## src/cpc_pkg.sv

```systemverilog
// Purpose: Shared constants for the codec PLL / datapath / serial configuration bank
// Assumes: Register port with byte-wide data, page 0 offsets only
// Notes:   Field positions are bit indices inside an 8-bit register
package cpc_pkg;

   // Register offsets
   localparam logic [7:0] CPC_OFS_PLL_INT     = 8'h04;
   localparam logic [7:0] CPC_OFS_PLL_FRAC_HI = 8'h05;
   localparam logic [7:0] CPC_OFS_PLL_FRAC_LO = 8'h06;
   localparam logic [7:0] CPC_OFS_DATAPATH    = 8'h07;
   localparam logic [7:0] CPC_OFS_SERIAL_A    = 8'h08;

   // Reset values
   localparam logic [7:0] CPC_RST_PLL_INT     = 8'h04;
   localparam logic [7:0] CPC_RST_PLL_FRAC_HI = 8'h00;
   localparam logic [7:0] CPC_RST_PLL_FRAC_LO = 8'h00;
   localparam logic [7:0] CPC_RST_DATAPATH    = 8'h00;
   localparam logic [7:0] CPC_RST_SERIAL_A    = 8'h00;
   localparam logic [7:0] CPC_RD_UNMAPPED     = 8'h00;

   // Integer multiplier field
   localparam int CPC_INT_MSB      = 7;
   localparam int CPC_INT_LSB      = 2;
   localparam int CPC_INT_W        = 6;
   // Fractional multiplier
   localparam int CPC_FRAC_W       = 14;
   localparam int CPC_FRAC_LO_MSB  = 7;
   localparam int CPC_FRAC_LO_LSB  = 2;
   localparam logic [1:0] CPC_RSVD_LO_RD = 2'h0;
   localparam int CPC_FRAC_SCALE   = 10000;
   localparam int CPC_FACTOR_W     = 20;

   // Datapath setup fields
   localparam int CPC_DP_FSREF     = 7;
   localparam int CPC_DP_ADC_DUAL  = 6;
   localparam int CPC_DP_DAC_DUAL  = 5;
   localparam int CPC_DP_LSEL_MSB  = 4;
   localparam int CPC_DP_LSEL_LSB  = 3;
   localparam int CPC_DP_RSEL_MSB  = 2;
   localparam int CPC_DP_RSEL_LSB  = 1;

   // Serial control A fields
   localparam int CPC_SA_BCLK_DIR  = 7;
   localparam int CPC_SA_WCLK_DIR  = 6;
   localparam int CPC_SA_DOUT_TRI  = 5;
   localparam int CPC_SA_CLK_KEEP  = 4;
   localparam int CPC_SA_EFFECT_3D = 2;

   // Master clock generation defaults
   localparam int CPC_BCLK_HALF_DIV   = 8;
   localparam int CPC_BITS_PER_FRAME  = 64;

   localparam int CPC_SAMPLE_W = 16;

   // DAC path select codes
   typedef enum logic [1:0] {
      CPC_PATH_MUTE  = 2'h0,
      CPC_PATH_SAME  = 2'h1,
      CPC_PATH_SWAP  = 2'h2,
      CPC_PATH_MONO  = 2'h3
   } cpc_path_t;

endpackage : cpc_pkg

```

## src/cpc_pll_factor.sv

```systemverilog
// Purpose: Effective PLL multiplication factor, scaled by the fraction base
// Assumes: Inputs stable while load is high
// Notes:   Factor = int * 10000 + frac, so the fraction keeps four decimals
`timescale 1ns/1ns
module cpc_pll_factor
   import cpc_pkg::*;
(
   // Clock and reset
   input  wire logic                    ref_clk,
   input  wire logic                    resetn,
   // Settings
   input  wire logic [CPC_INT_W-1:0]    int_mult,
   input  wire logic [CPC_FRAC_W-1:0]   frac_mult,
   input  wire logic                    load,
   // Result
   output      logic [CPC_FACTOR_W-1:0] factor_q
);

   localparam logic [CPC_FACTOR_W-1:0] SCALE = CPC_FACTOR_W'(CPC_FRAC_SCALE);
   localparam logic [CPC_FACTOR_W-1:0] RST_FACTOR = SCALE;

   logic [CPC_FACTOR_W-1:0] factor_d;

   always_comb begin
      factor_d = CPC_FACTOR_W'(CPC_FACTOR_W'(int_mult) * SCALE + CPC_FACTOR_W'(frac_mult));
   end

   always_ff @(posedge ref_clk) begin
      if (!resetn) begin
         factor_q <= RST_FACTOR;
      end else if (load) begin
         factor_q <= factor_d;
      end
   end
endmodule : cpc_pll_factor

```

## src/cpc_clkgen.sv

```systemverilog
// Purpose: Master-mode bit and word clock generation with pin enables
// Assumes: One ref_clk domain; pins are outputs only when master
// Notes:   Output enables are active low; clocks park low when stopped
`timescale 1ns/1ns
module cpc_clkgen
   import cpc_pkg::*;
#(
   parameter int HALF_DIV       = CPC_BCLK_HALF_DIV,
   parameter int BITS_PER_FRAME = CPC_BITS_PER_FRAME
)(
   // Clock and reset
   input  wire logic ref_clk,
   input  wire logic resetn,
   // Control
   input  wire logic bclk_master,
   input  wire logic wclk_master,
   input  wire logic run,
   // Pins
   output      logic bclk_o,
   output      logic bclk_oe_n,
   output      logic wclk_o,
   output      logic wclk_oe_n
);

   localparam int DIV_W = $clog2(HALF_DIV + 1);
   localparam int BIT_W = $clog2(BITS_PER_FRAME + 1);
   localparam logic [DIV_W-1:0] DIV_LAST  = DIV_W'(HALF_DIV - 1);
   localparam logic [BIT_W-1:0] HALF_LAST = BIT_W'(BITS_PER_FRAME / 2 - 1);

   logic [DIV_W-1:0] div_q;
   logic [BIT_W-1:0] bit_q;
   logic             tick;

   assign tick = run && (div_q == DIV_LAST);

   always_ff @(posedge ref_clk) begin
      if (!resetn || !run) begin
         div_q <= '0;
      end else begin
         div_q <= tick ? '0 : DIV_W'(div_q + 1'b1);
      end
   end

   // Word clock flips after half a frame of falling bit clock edges
   always_ff @(posedge ref_clk) begin
      if (!resetn || !run) begin
         bclk_o <= 1'b0;
         wclk_o <= 1'b0;
         bit_q  <= '0;
      end else if (tick) begin
         bclk_o <= !bclk_o;
         if (bclk_o) begin
            bit_q <= (bit_q == HALF_LAST) ? '0 : BIT_W'(bit_q + 1'b1);
            if (bit_q == HALF_LAST) begin
               wclk_o <= !wclk_o;
            end
         end
      end
   end

   always_ff @(posedge ref_clk) begin
      if (!resetn) begin
         bclk_oe_n <= 1'b1;
         wclk_oe_n <= 1'b1;
      end else begin
         bclk_oe_n <= !bclk_master;
         wclk_oe_n <= !wclk_master;
      end
   end
endmodule : cpc_clkgen

```

## src/cpc_config_bank.sv

```systemverilog
// Purpose: Configuration bank for PLL multiplier, codec datapath and serial port
// Assumes: Page 0 selected; register port sampled on ref_clk
// Notes:   Read data appears one cycle after the read strobe
`timescale 1ns/1ns
module cpc_config_bank
   import cpc_pkg::*;
#(
   parameter int HALF_DIV       = CPC_BCLK_HALF_DIV,
   parameter int BITS_PER_FRAME = CPC_BITS_PER_FRAME
)(
   // Clock and reset
   input  wire logic                    ref_clk,
   input  wire logic                    resetn,
   // Register port
   input  wire logic [7:0]              reg_addr,
   input  wire logic [7:0]              reg_wdata,
   input  wire logic                    reg_wr,
   input  wire logic                    reg_rd,
   output      logic [7:0]              reg_rdata,
   // Codec status
   input  wire logic                    codec_powerdown,
   input  wire logic                    dout_valid,
   // Playback samples
   input  wire logic                    smp_valid,
   input  wire logic [CPC_SAMPLE_W-1:0] smp_left,
   input  wire logic [CPC_SAMPLE_W-1:0] smp_right,
   output      logic                    dac_valid,
   output      logic [CPC_SAMPLE_W-1:0] dac_left,
   output      logic [CPC_SAMPLE_W-1:0] dac_right,
   // PLL settings
   output      logic [CPC_INT_W-1:0]    pll_int_mult,
   output      logic [CPC_FRAC_W-1:0]   pll_frac_mult,
   output      logic [CPC_FACTOR_W-1:0] pll_factor,
   // Datapath controls
   output      logic                    ref_rate_441,
   output      logic                    adc_dual_rate,
   output      logic                    dac_dual_rate,
   output      logic                    effect_3d_en,
   // Serial port pins
   output      logic                    bclk_o,
   output      logic                    bclk_oe_n,
   output      logic                    wclk_o,
   output      logic                    wclk_oe_n,
   output      logic                    dout_oe_n
);

   // Storage
   logic [7:0]            pll_int_q;
   logic [7:0]            frac_hi_q;
   logic [7:0]            frac_hi_pend_q;
   logic [5:0]            frac_lo_q;
   logic [7:0]            datapath_q;
   logic [7:0]            serial_a_q;
   logic [CPC_FRAC_W-1:0] frac_d;
   logic                  frac_load;
   logic                  clk_run;
   logic                  clk_keep;
   logic                  bclk_seen_q;
   logic [7:0]            keep_still_q;
   logic                  wr_int;
   logic                  wr_hi;
   logic                  wr_lo;
   logic                  wr_dp;
   logic                  wr_sa;
   cpc_path_t             lsel;
   cpc_path_t             rsel;

   function automatic logic hit(input logic [7:0] a, input logic [7:0] ofs);
      hit = (a == ofs);
   endfunction : hit

   // Mono mix halves the sum so it cannot overflow
   function automatic logic [CPC_SAMPLE_W-1:0] route(input cpc_path_t sel,
                                                     input logic [CPC_SAMPLE_W-1:0] own,
                                                     input logic [CPC_SAMPLE_W-1:0] other);
      logic signed [CPC_SAMPLE_W:0] sum;
      sum = $signed({own[CPC_SAMPLE_W-1], own}) + $signed({other[CPC_SAMPLE_W-1], other});
      case (sel)
         CPC_PATH_MUTE: route = '0;
         CPC_PATH_SAME: route = own;
         CPC_PATH_SWAP: route = other;
         CPC_PATH_MONO: route = sum[CPC_SAMPLE_W:1];
         default:       route = '0;
      endcase
   endfunction : route

   assign wr_int = reg_wr && hit(reg_addr, CPC_OFS_PLL_INT);
   assign wr_hi  = reg_wr && hit(reg_addr, CPC_OFS_PLL_FRAC_HI);
   assign wr_lo  = reg_wr && hit(reg_addr, CPC_OFS_PLL_FRAC_LO);
   assign wr_dp  = reg_wr && hit(reg_addr, CPC_OFS_DATAPATH);
   assign wr_sa  = reg_wr && hit(reg_addr, CPC_OFS_SERIAL_A);

   // Integer multiplier; a zero code is the host's fault and is kept as written
   always_ff @(posedge ref_clk) begin
      if (!resetn) begin
         pll_int_q <= CPC_RST_PLL_INT;
      end else if (wr_int) begin
         pll_int_q <= reg_wdata;
      end
   end

   // Fraction: upper byte is held pending until the lower bits arrive
   always_ff @(posedge ref_clk) begin
      if (!resetn) begin
         frac_hi_pend_q <= CPC_RST_PLL_FRAC_HI;
      end else if (wr_hi) begin
         frac_hi_pend_q <= reg_wdata;
      end
   end

   always_ff @(posedge ref_clk) begin
      if (!resetn) begin
         frac_hi_q <= CPC_RST_PLL_FRAC_HI;
         frac_lo_q <= CPC_RST_PLL_FRAC_LO[CPC_FRAC_LO_MSB:CPC_FRAC_LO_LSB];
      end else if (wr_lo) begin
         frac_hi_q <= frac_hi_pend_q;
         frac_lo_q <= reg_wdata[CPC_FRAC_LO_MSB:CPC_FRAC_LO_LSB];
      end
   end

   assign frac_d    = {frac_hi_pend_q, reg_wdata[CPC_FRAC_LO_MSB:CPC_FRAC_LO_LSB]};
   assign frac_load = wr_lo || wr_int;

   // Datapath and serial control
   always_ff @(posedge ref_clk) begin
      if (!resetn) begin
         datapath_q <= CPC_RST_DATAPATH;
      end else if (wr_dp) begin
         datapath_q <= reg_wdata;
      end
   end

   always_ff @(posedge ref_clk) begin
      if (!resetn) begin
         serial_a_q <= CPC_RST_SERIAL_A;
      end else if (wr_sa) begin
         serial_a_q <= reg_wdata;
      end
   end

   // Readback; unmapped offsets read zero
   always_ff @(posedge ref_clk) begin
      if (!resetn) begin
         reg_rdata <= CPC_RD_UNMAPPED;
      end else if (reg_rd) begin
         case (reg_addr)
            CPC_OFS_PLL_INT:     reg_rdata <= pll_int_q;
            CPC_OFS_PLL_FRAC_HI: reg_rdata <= frac_hi_pend_q;
            CPC_OFS_PLL_FRAC_LO: reg_rdata <= {frac_lo_q, CPC_RSVD_LO_RD};
            CPC_OFS_DATAPATH:    reg_rdata <= datapath_q;
            CPC_OFS_SERIAL_A:    reg_rdata <= serial_a_q;
            default:             reg_rdata <= CPC_RD_UNMAPPED;
         endcase
      end
   end

   // Effective settings driven out
   always_ff @(posedge ref_clk) begin
      if (!resetn) begin
         pll_int_mult  <= CPC_RST_PLL_INT[CPC_INT_MSB:CPC_INT_LSB];
         pll_frac_mult <= '0;
      end else begin
         if (wr_int) begin
            pll_int_mult <= reg_wdata[CPC_INT_MSB:CPC_INT_LSB];
         end
         if (wr_lo) begin
            pll_frac_mult <= frac_d;
         end
      end
   end

   always_ff @(posedge ref_clk) begin
      if (!resetn) begin
         ref_rate_441  <= 1'b0;
         adc_dual_rate <= 1'b0;
         dac_dual_rate <= 1'b0;
         effect_3d_en  <= 1'b0;
      end else begin
         ref_rate_441  <= datapath_q[CPC_DP_FSREF];
         adc_dual_rate <= datapath_q[CPC_DP_ADC_DUAL];
         dac_dual_rate <= datapath_q[CPC_DP_DAC_DUAL];
         effect_3d_en  <= serial_a_q[CPC_SA_EFFECT_3D];
      end
   end

   // Factor uses the integer or fraction being written, else the one already stored
   cpc_pll_factor u_factor (
      .ref_clk   (ref_clk),
      .resetn    (resetn),
      .int_mult  (wr_int ? reg_wdata[CPC_INT_MSB:CPC_INT_LSB] : pll_int_q[CPC_INT_MSB:CPC_INT_LSB]),
      .frac_mult (wr_lo ? frac_d : {frac_hi_q, frac_lo_q}),
      .load      (frac_load),
      .factor_q  (pll_factor)
   );

   // Sample routing
   assign lsel = cpc_path_t'(datapath_q[CPC_DP_LSEL_MSB:CPC_DP_LSEL_LSB]);
   assign rsel = cpc_path_t'(datapath_q[CPC_DP_RSEL_MSB:CPC_DP_RSEL_LSB]);

   always_ff @(posedge ref_clk) begin
      if (!resetn) begin
         dac_valid <= 1'b0;
         dac_left  <= '0;
         dac_right <= '0;
      end else begin
         dac_valid <= smp_valid;
         if (smp_valid) begin
            dac_left  <= route(lsel, smp_left, smp_right);
            dac_right <= route(rsel, smp_right, smp_left);
         end
      end
   end

   // Master clocks stop on power-down unless told to keep running
   assign clk_run = (serial_a_q[CPC_SA_BCLK_DIR] || serial_a_q[CPC_SA_WCLK_DIR]) &&
                    (!codec_powerdown || serial_a_q[CPC_SA_CLK_KEEP]);

   // Watch the pin itself, so a stuck divider is caught, not just the enable term
   assign clk_keep = serial_a_q[CPC_SA_BCLK_DIR] && codec_powerdown && serial_a_q[CPC_SA_CLK_KEEP];

   always_ff @(posedge ref_clk) begin
      if (!resetn) begin
         bclk_seen_q  <= 1'b0;
         keep_still_q <= '0;
      end else begin
         bclk_seen_q  <= bclk_o;
         keep_still_q <= (!clk_keep || bclk_o != bclk_seen_q) ? '0 : 8'(keep_still_q + 1'b1);
      end
   end

   cpc_clkgen #(
      .HALF_DIV       (HALF_DIV),
      .BITS_PER_FRAME (BITS_PER_FRAME)
   ) u_clkgen (
      .ref_clk     (ref_clk),
      .resetn      (resetn),
      .bclk_master (serial_a_q[CPC_SA_BCLK_DIR]),
      .wclk_master (serial_a_q[CPC_SA_WCLK_DIR]),
      .run         (clk_run),
      .bclk_o      (bclk_o),
      .bclk_oe_n   (bclk_oe_n),
      .wclk_o      (wclk_o),
      .wclk_oe_n   (wclk_oe_n)
   );

   // Data output enable, active low
   always_ff @(posedge ref_clk) begin
      if (!resetn) begin
         dout_oe_n <= 1'b0;
      end else begin
         dout_oe_n <= serial_a_q[CPC_SA_DOUT_TRI] && !dout_valid;
      end
   end
endmodule : cpc_config_bank

```

## config.mk

```make
export PLATFORM = sky130hd
export DESIGN_NAME = cpc_config_bank
export DESIGN_NICKNAME = d
export VERILOG_FILES = /design/src/cpc_pkg.sv /design/src/cpc_pll_factor.sv /design/src/cpc_clkgen.sv /design/src/cpc_config_bank.sv
export SDC_FILE = /design/constraint.sdc
export NUM_CORES = 1
export LEC_CHECK = 0
export ABC_AREA = 1
export CAP_MARGIN = 10
export CORE_UTILIZATION = 55
export DETAILED_ROUTE_END_ITERATION = 16
export DONT_BUFFER_PORTS = 1
export HOLD_SLACK_MARGIN = 0.15
export PLACE_DENSITY = 0.7
export SLEW_MARGIN = 40
export SYNTH_ARGS = -nofsm -noshare
export SYNTH_HDL_FRONTEND = slang
export SYNTH_HIERARCHICAL = 1
export SYNTH_SLANG_ARGS = --single-unit
```

## constraint.sdc

```tcl
create_clock -name ref_clk -period 11.75 [get_ports ref_clk]
set_clock_uncertainty 0.1 [all_clocks]
set_input_delay 1.175 -clock ref_clk [delete_from_list [all_inputs] [get_ports ref_clk]]
set_output_delay 1.175 -clock ref_clk [all_outputs]
set_load 0.02 [all_outputs]
```

==> flow_metrics.py, run 1 <==
metrics = {
    "power": {
        "internal_power_mw": 0.751,
        "p_per_area_nw_per_um2": 116,
        "power_switching_mw": 0.260,
        "peakVddDrop_mv": 0.113,
        "seqPwrFrac": 0.431,
        "swShare": 0.257,
        "p_comb_frac": 0.071,
        "power_leakage_nw": 4.40,
        "power_mw": 1.01,
        "clockPowerShare": 0.498,
    },
    "status": {
        "outcome": "finished clean",
    },
    "grt": {
        "grt_overflow": 0,
        "track_usage": 0.279,
        "grt_max_degree": 62,
        "grt_pass1_wl_um": 32900,
        "grt_pass1_vias": 6696,
        "antenna_found_initial": 0,
    },
    "floorplan": {
        "initial_utilization": 0.563,
        "io_pins": 145,
        "die_width_um": 124,
        "die-height_um": 124,
        "fp-row-count": 44,
        "core_area_um2": 14500,
        "dieArea_um2": 15300,
    },
    "clock_tree": {
        "clk_path_buf_depth": 2,
        "post_cts_buffers": 0,
        "clk_pin_slew_ns": 0.06,
        "numCtsBuffers": 17,
        "postCtsResizedCells": 0,
        "clk-insertion-delay-late_ns": 0.43,
        "cts_sinks": 127,
        "htree_levels": 4,
        "cts_hold_buffers": 0,
        "root_buffer": "clkbuf_16",
        "cts_tree": "yes",
    },
    "setup_path": {
        "cp.required_ns": 11.97,
        "reg2regPathDepth": 23,
        "critPathMaxFanout": 13,
        "r2r-start": "pll_int_q[3]",
        "cp_data_arrival_time_ns": 5.60,
        "worstSetupPathType": "input pin to flip-flop",
        "cp-end-kind": "flip-flop",
        "r2r_end": "u_factor/factor_q[17]",
        "rrSetupSlack_ns": 7.32,
        "startpoint_type": "input pin",
        "startpoint": "reg_addr[7]",
    },
    "placement": {
        "gp_congestion": 0.887,
        "place_ws_ns": 5.97,
        "io_buffers": 0,
        "dpl.cell_count": 1381,
        "dp_hpwl_um": 15300,
    },
    "worst_hold_path": {
        "holdPathEnd": "adc_dual_rate",
        "hold_depth": 2,
        "hold_start": "datapath_q[6]",
        "hp-class": "flip-flop to flip-flop",
    },
    "sta": {
        "setup_viol": 0,
        "final.setup.tns_ns": 0,
        "hold_violations": 0,
        "period_share": 0.458,
        "finalMaxSlewViolations": 0,
        "max_freq_ghz": 0.186,
        "slew_headroom": 0.529,
        "rsz0062_at_grt": "false",
        "tightest_slew_ns": 0.705,
        "fin_ws_ns": 6.37,
        "fin_crit_ns": 5.38,
    },
    "yosys": {
        "synth_cells": 1240,
        "ys_seq_area_frac": 0.312,
        "syn_area_um2": 8160,
        "synth-seq-cells": 127,
        "async_reset_ff_frac": 0,
        "syn-num-nets": 1355,
        "ys_warn_count": 6,
        "synth_area_per_cell_um2": 6.58,
        "synth_cell_types": 42,
        "synth_enable_flop_cells": 0,
        "synth_flop_cell": "dfxtp_1",
    },
    "cells_and_area": {
        "postLayoutCoreUtil": 0.601,
        "drive_gt1_frac": 0.0822,
        "antenna_cells": 0,
        "syn2layout_area_growth_pct": 6.73,
        "fillers": 1397,
        "fin_cells": 1412,
        "num-nets-final": 1331,
    },
    "drt": {
        "antenna_left": 0,
        "first_iter_violations": 601,
        "viasPerCell": 5.35,
        "vias": 7551,
        "wl_per_cell_um": 14.9,
        "drt-total-wl_um": 21100,
        "firstDrtPassIters": 5,
        "drcViolationCount": 0,
    },
    "run": {
        "cap_violations": 0,
    },
}
-- power groups by stage --
stage	Clock, mW	Sequential [mW]	Combinational (mW)
6_report	0.503	0.436	0.0720
5_1_grt	0.529	0.436	0.0817
4_1_cts	0.510	0.436	0.0715
3_5_place_dp	0	0.446	0.0709
3_3_place_gp	0	0.446	0.0700
2_1_floorplan	0	0.445	0.0617
-- worst max-delay path, stage by stage --
cell and delay, ns:
nor2_2 0.10, nand2_2 0.10, nor2_8 0.16, nand3_4 0.12, nor2_4 0.14, inv_2 0.14
o21ai_2 0.32, inv_1 0.11, fa_1 0.53, fa_1 0.57, inv_1 0.05, ha_1 0.21
fa_1 0.42, xor2_1 0.17, ha_1 0.34, nand2_1 0.10, nor2_1 0.15, nand3_1 0.09
nand3_1 0.14, nand2_1 0.10, nand2_2 0.09, nand2_1 0.05, nand2_1 0.05, nand3_1 0.06
nand2_1 0.08, inv_1 0.04
-- synth_stat cells (12+ instances only) --
master	instances	area, um2
nor2_2	13	81.3
o22ai_1	29	181
nor2_1	91	342
nand2_2	17	106
dfxtp_1	127	2540
ha_1	51	638
clkbuf_1	19	71.3
inv_1	218	818
nand3_1	61	305
buf_2	12	60.1
nand2_1	341	1280
o21ai_1	15	75.1
o21ai_0	48	240
a21oi_1	90	450
-- how the worst max path moves through the flow --
stage	end	depth (start not counted)
floorplan	u_factor/factor_q[16]	28
global placement	u_factor/factor_q[17]	26
detailed placement	u_factor/factor_q[17]	26
CTS	u_factor/factor_q[17]	26
global route	u_factor/factor_q[17]	26
finish	u_factor/factor_q[17]	26
-- layout by cell type (no fill, tap or decap), types with 3 or more instances in the layout --
cell | synthesis | layout
a21oi_1 | 90 | 90
a31oi_1 | 6 | 6
clkbuf_16 | 0 | 17
clkinv_2 | 0 | 4
clkinvlp_4 | 0 | 4
dfxtp_1 | 127 | 127
fa_1 | 9 | 9
ha_1 | 51 | 51
inv_1 | 218 | 217
inv_2 | 9 | 10
nand2_1 | 341 | 340
nand2_2 | 17 | 18
nand3_1 | 61 | 61
nand3_2 | 4 | 4
nand3b_1 | 5 | 5
nand4_1 | 7 | 7
nor2_1 | 91 | 91
nor2_2 | 13 | 13
nor2_4 | 3 | 3
nor3_1 | 6 | 6
o21ai_0 | 48 | 48
o21ai_1 | 15 | 15
o21ai_2 | 7 | 7
o21bai_1 | 5 | 5
o221ai_1 | 4 | 4
o22ai_1 | 29 | 29
or2_1 | 3 | 3
or2_2 | 5 | 5
xor2_1 | 10 | 10
-- area by class of cell --
class | count | area, um2 | share of cell area
well taps | 184 | 230 | 0.0264
inverters | 228 | 858 | 0.0986
clock inverters | 13 | 115 | 0.0132
multi-input cells | 842 | 4520 | 0.519
clock buffers | 18 | 439 | 0.0504
flip-flops and latches | 127 | 2540 | 0.292
-- state kept, by name (all words and copies together) (netlist names), 4 cells and up --
register           count
u_factor/factor_q     20
dac_left              16
dac_right             16
datapath_q             8
frac_hi_pend_q         8
frac_hi_q              8
pll_int_q              8
reg_rdata              8
serial_a_q             8
u_clkgen/bit_q         7
frac_lo_q              5
u_clkgen/div_q         4
-- cell families (layout without fill, tap and decap cells) --
logic type,after synthesis,in the layout,share of synthesized area
xor+xnor,12,12,0.0129
simple gates,563,563,0.300
compound gates,207,207,0.141
fa+ha+maj,60,60,0.100
flops,127,127,0.312
buf+inv,271,259,0.134
-- stage by stage --
stage	hold WS [ns]	instance area, um2
3_5_place_dp	0.310	8150
3_3_place_gp	0.315	8150
5_1_grt	0.343	8710
6_report	0.332	8710
2_1_floorplan	0.288	8160
4_1_cts	0.328	8700
-- routing by layer --
layer	vias to the layer above	global-route usage	routed length, um
met5	-	0	0
met4	0	0.100	415
met3	33	0.0852	1870
met2	265	0.430	9270
met1	3401	0.365	9520
li1	3852	-	-
(Power assumes the default switching activity.)
==> inputs of run 2 (changes only) <==
clock period = 5.09 ns   (was 11.75 ns; I/O delays follow)
==> run 2 against run 1 <==
  * Via count fell by 0.13%
  * Worst hold slack got worse by 0.18 ns
  * Clock power increased by 140%
  * Core utilization is 1.4 points higher
  * Total power grew 140%
  * First-iteration DRC count rose by 2.2%
  * Die area is the same
  * Largest power group unchanged
==> flow_metrics.py, run 2 (synthesis gave the netlist of run 1 again) <==
metrics = {
    "cells_and_area": {
        "final_common_cell": "nand2_1",
        "biggestRegsByFlops": "u_factor/factor_q (20), dac_left (16), dac_right (16)",
        "multi_input_area_um2": 4520,
        "fin_area_um2": 8910,
        "syn2layout_area_growth_pct": 9.30,
        "largest_register_ffs": 20,
        "seq_area_um2": 2540,
        "largest_register": "u_factor/factor_q",
        "drive_gt1_frac": 0.0842,
        "antenna_cells": 0,
        "fillers": 1400,
        "num-nets-final": 1349,
        "mostFrequentLayoutCells": "nand2_1 (341), inv_1 (217), dfxtp_1 (127)",
    },
    "clock_tree": {
        "clk-insertion-delay-late_ns": 0.43,
        "numCtsBuffers": 17,
        "clk_path_buf_depth": 2,
        "cts_sinks": 127,
        "htree_levels": 4,
        "clk_pin_slew_ns": 0.06,
        "cts_tree": "yes",
        "postCtsResizedCells": 0,
        "post_cts_buffers": 0,
        "root_buffer": "clkbuf_16",
        "cts_hold_buffers": 13,
    },
    "setup_path": {
        "cp.required_ns": 5.31,
        "r2r-start": "pll_int_q[3]",
        "cp_data_arrival_time_ns": 4.77,
        "worst_path_max_delay_cell": "fa_1",
        "worstSetupPathType": "input pin to flip-flop",
        "max_stage_delay_ns": 0.54,
        "r2r_end": "u_factor/factor_q[17]",
        "startpoint_type": "input pin",
        "crit_path_end": "u_factor/factor_q[17]",
        "cpMostUsedCell": "nand2_1",
        "startpoint": "reg_addr[7]",
        "critPathMaxFanout": 13,
        "crit_cells": 27,
        "crit_buf_inv": 5,
        "rrSetupSlack_ns": 0.71,
        "cp-end-kind": "flip-flop",
        "reg2regPathDepth": 23,
        "crit_family": "adder cells",
    },
    "placement": {
        "place_area_um2": 8170,
        "dp_hpwl_um": 15400,
        "gp_congestion": 0.906,
        "io_buffers": 0,
    },
    "sta": {
        "final.setup.tns_ns": 0,
        "hold_violations": 0,
        "period_share": 0.893,
        "setup_viol": 0,
        "fin_crit_ns": 4.54,
        "rsz0062_at_grt": "false",
        "tightest_slew_ns": 0.692,
        "whs_ns": 0.153,
        "finalMaxSlewViolations": 0,
        "slew_headroom": 0.538,
        "max_freq_ghz": 0.220,
    },
    "drt": {
        "first_iter_violations": 614,
        "antenna_left": 0,
        "drcViolationCount": 0,
        "viasPerCell": 5.27,
        "wl_per_cell_um": 15.0,
        "drt-total-wl_um": 21500,
        "firstDrtPassIters": 5,
        "vias": 7541,
    },
    "grt": {
        "grt_pass1_vias": 6822,
        "grt_pass1_wl_um": 33800,
        "grt_overflow": 0,
        "antenna_found_initial": 0,
        "track_usage": 0.286,
        "grt_max_degree": 62,
    },
    "power": {
        "power_leakage_nw": 4.49,
        "p_per_area_nw_per_um2": 270,
        "peakVddDrop_mv": 0.304,
    },
    "worst_hold_path": {
        "hp-class": "input pin to flip-flop",
    },
    "floorplan": {
        "fp-row-count": 44,
        "core_area_um2": 14500,
        "die_width_um": 124,
        "initial_utilization": 0.563,
        "die-height_um": 124,
        "dieArea_um2": 15300,
        "io_pins": 145,
    },
    "run": {
        "cap_violations": 0,
    },
    "status": {
        "outcome": "finished clean",
    },
}
[run 2: changes by cell type in the layout (fill, tap and decap cells not counted), sizes merged]
cell / before / now
buf: 0 / 5
bufinv: 1 / 2
clkinv: 6 / 4
dlygate4sd3: 0 / 13
inv: 230 / 232
[run 2: power by group]
part / internal, mW / switching [mW] / total, mW
Combinational: 0.0625 / 0.125 / 0.187
Clock: 0.728 / 0.483 / 1.21
Sequential: 0.999 / 0.00826 / 1.01
Total: 1.79 / 0.616 / 2.41
[run 2: cell type report]
class | count | share of cell area
Multi-Input combinational cell | 842 | 0.507
Clock buffer | 18 | 0.0481
Inverter | 228 | 0.0963
Tap cell | 184 | 0.0258
Clock inverter | 14 | 0.0178
Timing Repair Buffer | 18 | 0.0199
Sequential cell | 127 | 0.285
[run 2: worst min path at each step]
stage	from	to	slack (ns)	cells past startpoint
after floorplan	serial_a_q[6]	u_clkgen/wclk_oe_n	0.29	1
final	reg_wdata[5]	pll_int_q[5]	0.15	2
after detailed placement	serial_a_q[7]	u_clkgen/bclk_oe_n	0.31	1
after global placement	serial_a_q[7]	u_clkgen/bclk_oe_n	0.32	1
after global routing	reg_wdata[5]	pll_int_q[5]	0.16	2
after CTS	reg_wr	frac_hi_pend_q[5]	0.15	2
[run 2: metal layers]
metal,vias up,global-route usage,part of all wire
li1,3879,-,-
met1,3361,0.375,0.44
met2,264,0.448,0.45
met3,37,0.0783,0.094
met4,0,0.104,0.022
met5,-,0,0
[run 2: through the flow]
step / setup WS [ns] / util / total power, mW / cells
after floorplan: 0.350 / - / 1.17 / 1240
after global placement: 0.249 / 0.564 / 1.19 / 1384
after detailed placement: 0.121 / 0.564 / 1.19 / 1384
after CTS: 0.547 / 0.615 / 2.42 / 1429
after global routing: 0.221 / 0.616 / 2.49 / 1431
final: 0.547 / 0.616 / 2.41 / 1431
[run 2: worst register-to-register path: cells and delay by family, from the launching register on]
kind | cells | cell delay [ns]
compound gates | 1 | 0.06
flops | 1 | 0.49
buf+inv | 5 | 0.46
fa+ha+maj | 5 | 2.03
simple gates | 11 | 0.97
xor+xnor | 1 | 0.17
